### src/hub_strap_pkg.sv
// Constants for the hub strap sampling and downstream port control block
// Assumes a single 100 MHz system clock and Avalon-MM register access
package hub_strap_pkg;
    ////////////////////////////////////////////////////////////////////////////////
    // Register map, byte addresses
    localparam logic [3:0]  REG_STATUS      = 4'h0;  // Read-only state
    localparam logic [3:0]  REG_CONTROL     = 4'h4;  // Power and LED control
    localparam logic [3:0]  REG_CONFIG      = 4'h8;  // Loaded configuration bits
    localparam logic [3:0]  REG_EVENT       = 4'hC;  // Sticky over-current, write one clears
    ////////////////////////////////////////////////////////////////////////////////
    // Status fields
    localparam int          ST_METHOD_LSB   = 0;     // Two bits of latched method
    localparam int          ST_POLARITY     = 2;     // Latched polarity
    localparam int          ST_FIXED_LSB    = 3;     // Two bits of fixed-port strap
    localparam int          ST_OVERCURRENT  = 5;     // Live over-current level
    localparam int          ST_IN_RESET     = 6;     // Hardware reset pin held low
    localparam int          ST_SMB_ADDR_LSB = 8;     // Seven-bit slave address
    // Control fields
    localparam int          CT_POWER_ON     = 0;     // Request downstream power
    localparam int          CT_LED_ENABLE   = 1;     // LED support enabled by config
    localparam int          CT_LED_ON_LSB   = 2;     // Two LED lit requests
    // Reset values
    localparam logic [31:0] CONTROL_RESET   = 32'h0000_0000;
    localparam logic [31:0] CONFIG_RESET    = 32'h0000_0000;
    localparam logic [31:0] CONFIG_CLEARED  = 32'h0000_0000;
    localparam logic [6:0]  SMBUS_ADDRESS   = 7'h2C;  // 0101100
    localparam int          SYNC_STAGES     = 3;
    ////////////////////////////////////////////////////////////////////////////////
    // Configuration method, select pair hi:lo
    typedef enum logic [1:0]
    {
        METHOD_RESERVED = 2'b00,
        METHOD_SMBUS    = 2'b01,
        METHOD_DEFAULT  = 2'b10,
        METHOD_EEPROM   = 2'b11
    } method_t;
    // Fixed-port strap codes
    localparam logic [1:0]  FIXED_NONE      = 2'b00;
    localparam logic [1:0]  FIXED_PORT1     = 2'b01;
    localparam logic [1:0]  FIXED_BOTH_LED2 = 2'b10;
    localparam logic [1:0]  FIXED_BOTH_LOW  = 2'b11;
endpackage

### src/pin_sync_if.sv
// Interface carrying raw pin levels into the synchroniser and clean levels out
// Assumes both ends run on clk_sys
`timescale 1ns/100ps
`default_nettype none
interface pin_sync_if #(parameter int W = 1);
    logic [W-1:0] raw;    // Pin level from outside
    logic [W-1:0] clean;  // Filtered level in clk_sys domain
    modport sync (input raw, output clean);
    modport user (output raw, input clean);
endinterface
`default_nettype wire

### src/pin_sync.sv
// Three-stage pin synchroniser, a change counts once stages two and three agree
// Assumes a pin input asynchronous to clk_sys
`timescale 1ns/100ps
`default_nettype none
module pin_sync #(
    parameter int W = 1
) (
    input  wire logic   clk_sys,
    input  wire logic   rst,
    input  wire logic   clkEn,
    pin_sync_if.sync    pins
);
    ////////////////////////////////////////////////////////////////////////////////
    logic [W-1:0] stage1_ff;  // Metastable stage, read only by stage2
    logic [W-1:0] stage2_ff;  // Second stage
    logic [W-1:0] stage3_ff;  // Third stage
    logic [W-1:0] clean_ff;   // Agreed level

    // Refuse an empty pin group at elaboration
    if (W < 1)
    begin : g_width_check
        $error("pin_sync width must be at least one");
    end

    // Shift chain
    always_ff @(posedge clk_sys)
    begin
        if (rst)
        begin
            stage1_ff <= '0;
            stage2_ff <= '0;
            stage3_ff <= '0;
        end
        else if (clkEn)
        begin
            stage1_ff <= pins.raw;
            stage2_ff <= stage1_ff;
            stage3_ff <= stage2_ff;
        end
    end

    // Accept only bits where the last two stages agree
    always_ff @(posedge clk_sys)
    begin
        if (rst)
            clean_ff <= '0;
        else if (clkEn)
            clean_ff <= (stage2_ff & stage3_ff) | (clean_ff & (stage2_ff | stage3_ff));
    end

    assign pins.clean = clean_ff;
endmodule
`default_nettype wire

### src/hub_strap_port_power_ctrl.sv
// Strap sampling at hardware reset release and downstream port power/LED drive
// Assumes pins arrive asynchronously; registers reached over Avalon-MM
//
// The implementer's own choices: the Avalon-MM interface to the registers and the address map.
`timescale 1ns/100ps
`default_nettype none
module hub_strap_port_power_ctrl (
    input  wire logic        clk_sys,
    input  wire logic        rst,
    input  wire logic        clkEn,
    // Avalon-MM slave
    input  wire logic [3:0]  avsAddress,
    input  wire logic        avsRead,
    input  wire logic        avsWrite,
    input  wire logic [3:0]  avsByteenable,
    input  wire logic [31:0] avsWritedata,
    output logic [31:0]      avsReaddata,
    output logic             avsWaitrequest,
    // Device pins
    input  wire logic        hwResetLow,
    input  wire logic        port_power_polarity_strap,
    input  wire logic        config_method_select_lo,
    input  wire logic        config_method_select_hi,
    input  wire logic        overcurrent_sense_low,
    input  wire logic [1:0]  portGreenLedIn,
    output logic [1:0]       port_green_led,
    output logic [1:0]       portGreenLedOeLow,
    output logic             port_power_enable,
    // Status to the hub core
    input  wire logic        eepromAbsent,
    output logic [1:0]       configMethod,
    output logic             smbusSlaveMode,
    output logic [1:0]       fixedPorts,
    output logic             portOvercurrent
);
    ////////////////////////////////////////////////////////////////////////////////
    // Pin synchronisers
    pin_sync_if #(.W(7)) pinBus ();  // All pins filtered together
    assign pinBus.raw = {portGreenLedIn, overcurrent_sense_low, config_method_select_hi,
                         config_method_select_lo, port_power_polarity_strap, hwResetLow};

    pin_sync #(.W(7)) u_pin_sync (
        .clk_sys (clk_sys),
        .rst     (rst),
        .clkEn   (clkEn),
        .pins    (pinBus)
    );

    logic       resetPinHigh;  // Filtered hardware reset level
    logic       polarityPin;   // Filtered polarity strap
    logic [1:0] methodPins;    // Filtered select pair hi:lo
    logic       ocsLowPin;     // Filtered over-current sense
    logic [1:0] fixedPins;     // Filtered LED/strap pins
    assign resetPinHigh = pinBus.clean[0];
    assign polarityPin  = pinBus.clean[1];
    assign methodPins   = pinBus.clean[3:2];
    assign ocsLowPin    = pinBus.clean[4];
    assign fixedPins    = pinBus.clean[6:5];

    ////////////////////////////////////////////////////////////////////////////////
    // Hardware reset edge detection
    logic resetPinPrev_ff;  // Previous filtered reset level
    logic strapTake;        // One-cycle rise of the reset pin
    assign strapTake = resetPinHigh & ~resetPinPrev_ff;

    // Track reset pin level
    always_ff @(posedge clk_sys)
    begin
        if (rst)
            resetPinPrev_ff <= 1'b0;
        else if (clkEn)
            resetPinPrev_ff <= resetPinHigh;
    end

    ////////////////////////////////////////////////////////////////////////////////
    // Strap latches, loaded only at the reset rise
    hub_strap_pkg::method_t method_ff;       // Latched configuration method
    logic                   polarity_ff;     // Latched power polarity
    logic [1:0]             fixedStrap_ff;   // Latched fixed-port strap

    // Capture straps
    always_ff @(posedge clk_sys)
    begin
        if (rst)
        begin
            method_ff     <= hub_strap_pkg::METHOD_RESERVED;
            polarity_ff   <= 1'b0;
            fixedStrap_ff <= hub_strap_pkg::FIXED_NONE;
        end
        else if (clkEn && strapTake)
        begin
            method_ff     <= hub_strap_pkg::method_t'(methodPins);
            polarity_ff   <= polarityPin;
            fixedStrap_ff <= fixedPins;
        end
    end

    ////////////////////////////////////////////////////////////////////////////////
    // Fixed-port and LED polarity decode
    logic [1:0] fixedDecode;   // Ports holding attached devices, bit0 port 1
    logic [1:0] ledLowDecode;  // LED active-low per port
    always_comb
    begin
        fixedDecode  = 2'b00;
        ledLowDecode = 2'b00;
        case (fixedStrap_ff)
            hub_strap_pkg::FIXED_NONE:
            begin
                fixedDecode  = 2'b00;
                ledLowDecode = 2'b00;
            end
            hub_strap_pkg::FIXED_PORT1:
            begin
                fixedDecode  = 2'b01;
                ledLowDecode = 2'b01;
            end
            hub_strap_pkg::FIXED_BOTH_LED2:
            begin
                fixedDecode  = 2'b11;
                ledLowDecode = 2'b10;
            end
            default:
            begin
                fixedDecode  = 2'b11;
                ledLowDecode = 2'b11;
            end
        endcase
    end

    ////////////////////////////////////////////////////////////////////////////////
    // Register file
    logic [31:0] control_ff;   // Software control
    logic [31:0] config_ff;    // Loaded configuration bits
    logic        ocEvent_ff;   // Sticky over-current
    logic        busAccept;    // Request completes this edge
    logic        isDefault;    // Default method latched
    logic        zeroConfig;   // EEPROM selected but none answers
    logic [31:0] byteMask;     // Write lane mask
    logic        ocLevel;      // Over-current present
    assign busAccept  = (avsRead | avsWrite) & ~avsWaitrequest;
    assign isDefault  = (method_ff == hub_strap_pkg::METHOD_DEFAULT);
    assign zeroConfig = (method_ff == hub_strap_pkg::METHOD_EEPROM) & eepromAbsent;
    assign byteMask   = {{8{avsByteenable[3]}}, {8{avsByteenable[2]}},
                         {8{avsByteenable[1]}}, {8{avsByteenable[0]}}};
    assign ocLevel    = ~ocsLowPin;

    // Control register
    always_ff @(posedge clk_sys)
    begin
        if (rst)
            control_ff <= hub_strap_pkg::CONTROL_RESET;
        else if (clkEn && busAccept && avsWrite && avsAddress == hub_strap_pkg::REG_CONTROL)
            control_ff <= (control_ff & ~byteMask) | (avsWritedata & byteMask);
    end

    // Configuration register, forced to zero when the EEPROM method is latched and no EEPROM answers
    always_ff @(posedge clk_sys)
    begin
        if (rst)
            config_ff <= hub_strap_pkg::CONFIG_RESET;
        else if (clkEn)
        begin
            if (zeroConfig)
                config_ff <= hub_strap_pkg::CONFIG_CLEARED;
            else if (busAccept && avsWrite && avsAddress == hub_strap_pkg::REG_CONFIG)
                config_ff <= (config_ff & ~byteMask) | (avsWritedata & byteMask);
        end
    end

    // Sticky over-current, a new event beats the clear
    always_ff @(posedge clk_sys)
    begin
        if (rst)
            ocEvent_ff <= 1'b0;
        else if (clkEn)
        begin
            if (ocLevel)
                ocEvent_ff <= 1'b1;
            else if (busAccept && avsWrite && avsAddress == hub_strap_pkg::REG_EVENT
                     && avsByteenable[0] && avsWritedata[0])
                ocEvent_ff <= 1'b0;
        end
    end

    ////////////////////////////////////////////////////////////////////////////////
    // Bus handshake, one wait cycle then answer
    logic [31:0] nxt_readdata;  // Read mux
    always_comb
    begin
        nxt_readdata = 32'h0000_0000;
        case (avsAddress)
            hub_strap_pkg::REG_STATUS:
            begin
                nxt_readdata[hub_strap_pkg::ST_METHOD_LSB +: 2]   = method_ff;
                nxt_readdata[hub_strap_pkg::ST_POLARITY]          = polarity_ff;
                nxt_readdata[hub_strap_pkg::ST_FIXED_LSB +: 2]    = fixedStrap_ff;
                nxt_readdata[hub_strap_pkg::ST_OVERCURRENT]       = ocLevel;
                nxt_readdata[hub_strap_pkg::ST_IN_RESET]          = ~resetPinHigh;
                nxt_readdata[hub_strap_pkg::ST_SMB_ADDR_LSB +: 7] = hub_strap_pkg::SMBUS_ADDRESS;
            end
            hub_strap_pkg::REG_CONTROL: nxt_readdata = control_ff;
            hub_strap_pkg::REG_CONFIG:  nxt_readdata = config_ff;
            hub_strap_pkg::REG_EVENT:   nxt_readdata[0] = ocEvent_ff;
            default:                    nxt_readdata = 32'h0000_0000;  // Unmapped
        endcase
    end

    // Waitrequest and read data
    always_ff @(posedge clk_sys)
    begin
        if (rst)
        begin
            avsWaitrequest <= 1'b1;
            avsReaddata    <= 32'h0000_0000;
        end
        else if (clkEn)
        begin
            if ((avsRead | avsWrite) && avsWaitrequest)
            begin
                avsWaitrequest <= 1'b0;
                avsReaddata    <= nxt_readdata;
            end
            else
                avsWaitrequest <= 1'b1;
        end
    end

    ////////////////////////////////////////////////////////////////////////////////
    // Port power drive
    logic powerWanted;  // Power requested and hardware reset released
    assign powerWanted = resetPinHigh & control_ff[hub_strap_pkg::CT_POWER_ON];

    // Off level follows live strap during reset, latched value after
    always_ff @(posedge clk_sys)
    begin
        if (rst)
            port_power_enable <= 1'b0;
        else if (clkEn)
        begin
            if (!resetPinHigh)
                port_power_enable <= ~polarityPin;
            else
                port_power_enable <= powerWanted ~^ polarity_ff;
        end
    end

    ////////////////////////////////////////////////////////////////////////////////
    // Green LED drive; pins released during reset so straps can be read
    logic       ledDrive;     // LEDs driven in this method
    logic [1:0] ledLow;       // Active-low per port
    logic [1:0] ledOn;        // Lit requests
    assign ledDrive = resetPinHigh & (isDefault | control_ff[hub_strap_pkg::CT_LED_ENABLE]);
    assign ledLow   = isDefault ? ledLowDecode : 2'b11;
    assign ledOn    = control_ff[hub_strap_pkg::CT_LED_ON_LSB +: 2];

    // LED outputs and enables
    always_ff @(posedge clk_sys)
    begin
        if (rst)
        begin
            port_green_led    <= 2'b00;
            portGreenLedOeLow <= 2'b11;
        end
        else if (clkEn)
        begin
            port_green_led    <= ledOn ^ ledLow;
            portGreenLedOeLow <= {2{~ledDrive}};
        end
    end

    ////////////////////////////////////////////////////////////////////////////////
    // Status outputs to the hub core
    always_ff @(posedge clk_sys)
    begin
        if (rst)
        begin
            configMethod    <= hub_strap_pkg::METHOD_RESERVED;
            smbusSlaveMode  <= 1'b0;
            fixedPorts      <= 2'b00;
            portOvercurrent <= 1'b0;
        end
        else if (clkEn)
        begin
            configMethod    <= method_ff;
            smbusSlaveMode  <= (method_ff == hub_strap_pkg::METHOD_SMBUS);
            fixedPorts      <= isDefault ? fixedDecode : 2'b00;
            portOvercurrent <= ocLevel;
        end
    end
endmodule
`default_nettype wire

### config.mk
export PLATFORM = sky130hd
export DESIGN_NAME = hub_strap_port_power_ctrl
export DESIGN_NICKNAME = d
export VERILOG_FILES = /design/src/hub_strap_pkg.sv /design/src/pin_sync_if.sv /design/src/pin_sync.sv /design/src/hub_strap_port_power_ctrl.sv
export SDC_FILE = /design/constraint.sdc
export NUM_CORES = 1
export LEC_CHECK = 0
export BUFFER_PORTS_ARGS = -buffer_cell sky130_fd_sc_hd__clkbuf_2
export CAP_MARGIN = 40
export CORE_ASPECT_RATIO = 1.1
export CORE_MARGIN = 5
export CORE_UTILIZATION = 40
export DETAILED_ROUTE_END_ITERATION = 16
export GPL_TIMING_DRIVEN = 0
export MAX_ROUTING_LAYER = met4
export PLACE_DENSITY_LB_ADDON = 0.3
export SYNTH_ARGS = -nofsm -noshare
export SYNTH_HDL_FRONTEND = slang
export SYNTH_SLANG_ARGS = --single-unit
### constraint.sdc
create_clock -name clk_sys -period 1.5 [get_ports clk_sys]
set_input_delay 0.3 -clock clk_sys [delete_from_list [all_inputs] [get_ports clk_sys]]
set_output_delay 0.3 -clock clk_sys [all_outputs]
set_load 0.1 [all_outputs]
==> impl_metrics.csv <==
group,metric,value,unit
status,status,"finished, final reports clean",
worst_setup_path,worstPathArrival,1.15,ns
timing,finalCritPeriodShare,0.969,
cts,cts_hold_buf,0,
placement,portBuffers,95,
die,ios,97,
global_route,grt_pass1_wl,27000,um
route,drt-pass1-iter-count,5,
route,drcViolationCount,0,
die,rows,48,
synthesis,syn_nets,734,
worst_setup_path,cpLargestDelayFamily,"flip-flops",
hold_path,hp-start,"config_method_select_hi",
cts,post-cts-setup-buffer-count,0,
route,via_count,5262,
worst_setup_path,crit_chain,"clkbuf_4",
route,drtIter0Drc,395,
timing,rsz0062_at_grt,"false",
power,seqPwrFrac,0.416,
cells_and_area,nNetsFinal,846,
worst_setup_path,critPathRequiredTime,1.20,ns
timing,min_period,1.45,ns
hold_path,worstHoldEndpoint,"u_pin_sync.stage1_ff[3]$_SDFFE_PP0P_",
cts,tritoncts,"built",
worst_setup_path,max_stage_delay,0.37,ns
cells_and_area,mostFrequentLayoutCell,"dfxtp_1",
synthesis,synth_simple_gate_area_share,0.219,
synthesis,seq_area_frac_synth,0.453,
cells_and_area,drive_above_1_share,0.222,
worst_setup_path,r2r_cells,4,
synthesis,synth_edf_count,0,
cells_and_area,register_area,2850,um^2
timing,whs,0.103,ns
cells_and_area,multi_input_area,3130,um^2
cts,cts_buffers,17,
worst_setup_path,path_class,"flop to output pin",
global_route,grt_antenna_before_repair,0,
cts,cts_root_buf,"clkbuf_16",
cells_and_area,fin_util,0.501,
hold_path,min_path_cells,3,
timing,maxSlewViolCount,0,
die,die-area,18300,um^2
cells_and_area,fillers,1467,
timing,max_clock_freq,688,MHz
synthesis,synth_cell_type_count,47,
placement,dp_hpwl,12400,um
worst_setup_path,critPathSlowestCell,"dfxtp_1",
synthesis,synth_fa_ha_area_frac,0,
power,p_clk_frac,0.511,
cells_and_area,diodes,0,
synthesis,synth_seq_cells,142,
route,postRouteAntennaNets,0,
power,leakagePower,3.30,nW
die,start_util,0.404,
synthesis,syn-instance-count,681,
timing,tns,0,ns
synthesis,synth_area,6280,um^2
synthesis,synth_top_flop_cell,"dfxtp_1",
die,core-area,15600,um^2
synthesis,synth.mux.area_fraction,0.157,
power,report.power.total,0.00921,W
synthesis,synthTopCellsByArea,"dfxtp_1 45%, mux2i_1 15%, nand2_1 7.8%",
synthesis,synthXorXnorAreaFrac,0.00419,
global_route,gr-total-overflow,0,
cells_and_area,synthToLayoutAreaGrowth,24.2,%
route,viasPerCell,5.23,
cts,clkTransAtPathRegs,0.06,ns
power,p_int,0.00704,W
route,wirelength,17200,um
timing,setup_viol,0,
power,p_sw,0.00217,W
power,switching_share,0.236,
route,avgRoutedWirePerCell,17.1,um
worst_setup_path,reg2reg_to,"avsReaddata[29]$_SDFFE_PP0P_",
die,die_h,141,um
worst_setup_path,crit-reg2reg-launch,"avsWaitrequest$_SDFFE_PP1P_",
global_route,grt_usage,0.195,
synthesis,synth_top_area_cell,"dfxtp_1",
synthesis,synth_top_area_share,0.453,
cts,clockBufferDepth,2,
placement,gp_congestion,0.850,
timing,fin_skew,0.00718,ns
synthesis,synth_compound_area_frac,0.118,
cts,insertion_delay,0.43,ns
die,dieWidth,129,um
cells_and_area,final_cell_mix,"138 x dfxtp_1, 131 x nand2_1, 96 x mux2i_1",
worst_setup_path,crit_buf_inv,1,
power,vdd_drop_max,0.842,mV
worst_setup_path,rrSetupSlack,0.08,ns
cts,cts.sinks,142,
flow_run,drv_cap,0,
global_route,grt_pass1_vias,5073,
power,p_comb_frac,0.074,
synthesis,synthArstFlopShare,0,
hold_path,hp-class,"input port to flop",
worst_setup_path,cp-start-kind,"flop",
timing,maxSlewHeadroom,0.538,
timing,max_slew.worst_pin.slew,0.693,ns
synthesis,yosysWarnings,0,
cts,h-tree-depth,4,
power,power_density,1180,nW/um^2
worst_setup_path,crit_fanout,2,
worst_setup_path,end_kind,"output pin",
synthesis,syn_avg_cell_area,9.22,um^2
synthesis,synth_top_family_by_area,"simple AND/OR/NAND/NOR gates",
timing,hold_violations,0,
global_route,grt_start_max_net_pins,17,
[worst min-delay path, stage by stage]
cell and delay (ns):
clkbuf_2 0.07, mux2i_1 0.05, nor2_1 0.07
[Yosys cell counts (2+ instances only)]
master	instances
a211o_1	18
a21o_1	7
a21oi_1	35
a22oi_1	4
a32o_1	8
and3_1	3
buf_1	2
buf_2	22
buf_4	7
buf_6	3
clkbuf_1	25
dfxtp_1	142
inv_1	2
mux2i_1	96
nand2_1	131
nand2b_1	8
nand3_1	40
nand3b_1	38
nand4_4	3
nor2_1	32
nor2_4	2
nor2b_1	6
nor3b_1	2
o2111ai_1	3
o211a_1	2
o21ai_0	10
o22ai_1	2
o2bb2ai_1	4
o31ai_1	5
xor2_1	2
[power by group through the flow]
stage	Combinational (W)	Clock [W]	Sequential (W)
floorplan	0.000338	0	0.00399
global placement	0.000666	0	0.00391
detailed placement	0.000666	0	0.00392
CTS	0.000675	0.00476	0.00383
global route	0.000731	0.00494	0.00383
finish	0.000677	0.00470	0.00383
[kinds of logic (layout without fill, tap and decap cells)]
group           count (synthesis)  in the layout
simple gates                  273            273
flops                         142            142
xor+xnor                        3              3
buf+inv                        62            187
compound gates                104            104
mux                            97             97
[repair_timing]
action	CTS	global route
hold endpoints to repair	0	0
resized for setup	48	7
endpoints found under the setup margin	74	25
pin swaps	0	1
[metrics by stage]
stage               setup WS [ns]  instance area (um^2)  instances
global route               0.0189                  7790       1006
floorplan                  0.0460                  6280        681
global placement           -0.300                  7010        976
finish                     0.0461                  7790       1006
detailed placement         -0.286                  7010        976
CTS                        0.0290                  7790       1007
[layer usage]
layer  vias up  global-route usage  share of wire
met5         -                   -              0
met4         0              0.0706          0.020
met3        34              0.0418          0.059
met2       153               0.291           0.45
met1      2469               0.262           0.47
li1       2606                   -              -
[area by class of cell]
class,count,area share
Inverter,3,0.00144
Clock inverter,11,0.0225
Buffer,57,0.0382
Multi-Input combinational cell,477,0.401
Clock buffer,21,0.0631
Timing Repair Buffer,95,0.0759
Sequential cell,142,0.366
Tap cell,200,0.0321
[worst max-delay path by stage]
stage                                 startpoint                              endpoint  cells past startpoint
floorplan            avsWaitrequest$_SDFFE_PP1P_            config_ff[10]$_SDFFE_PP0P_                      5
global placement                             rst  u_pin_sync.stage2_ff[0]$_SDFFE_PP0P_                      4
detailed placement                           rst  u_pin_sync.stage2_ff[0]$_SDFFE_PP0P_                      4
CTS                 portOvercurrent$_SDFFE_PP0P_                       portOvercurrent                      1
global route         avsWaitrequest$_SDFFE_PP1P_          avsReaddata[27]$_SDFFE_PP0P_                      4
finish              avsReaddata[30]$_SDFFE_PP0P_                       avsReaddata[30]                      1
Note: power is estimated with default switching activity, not from simulation.
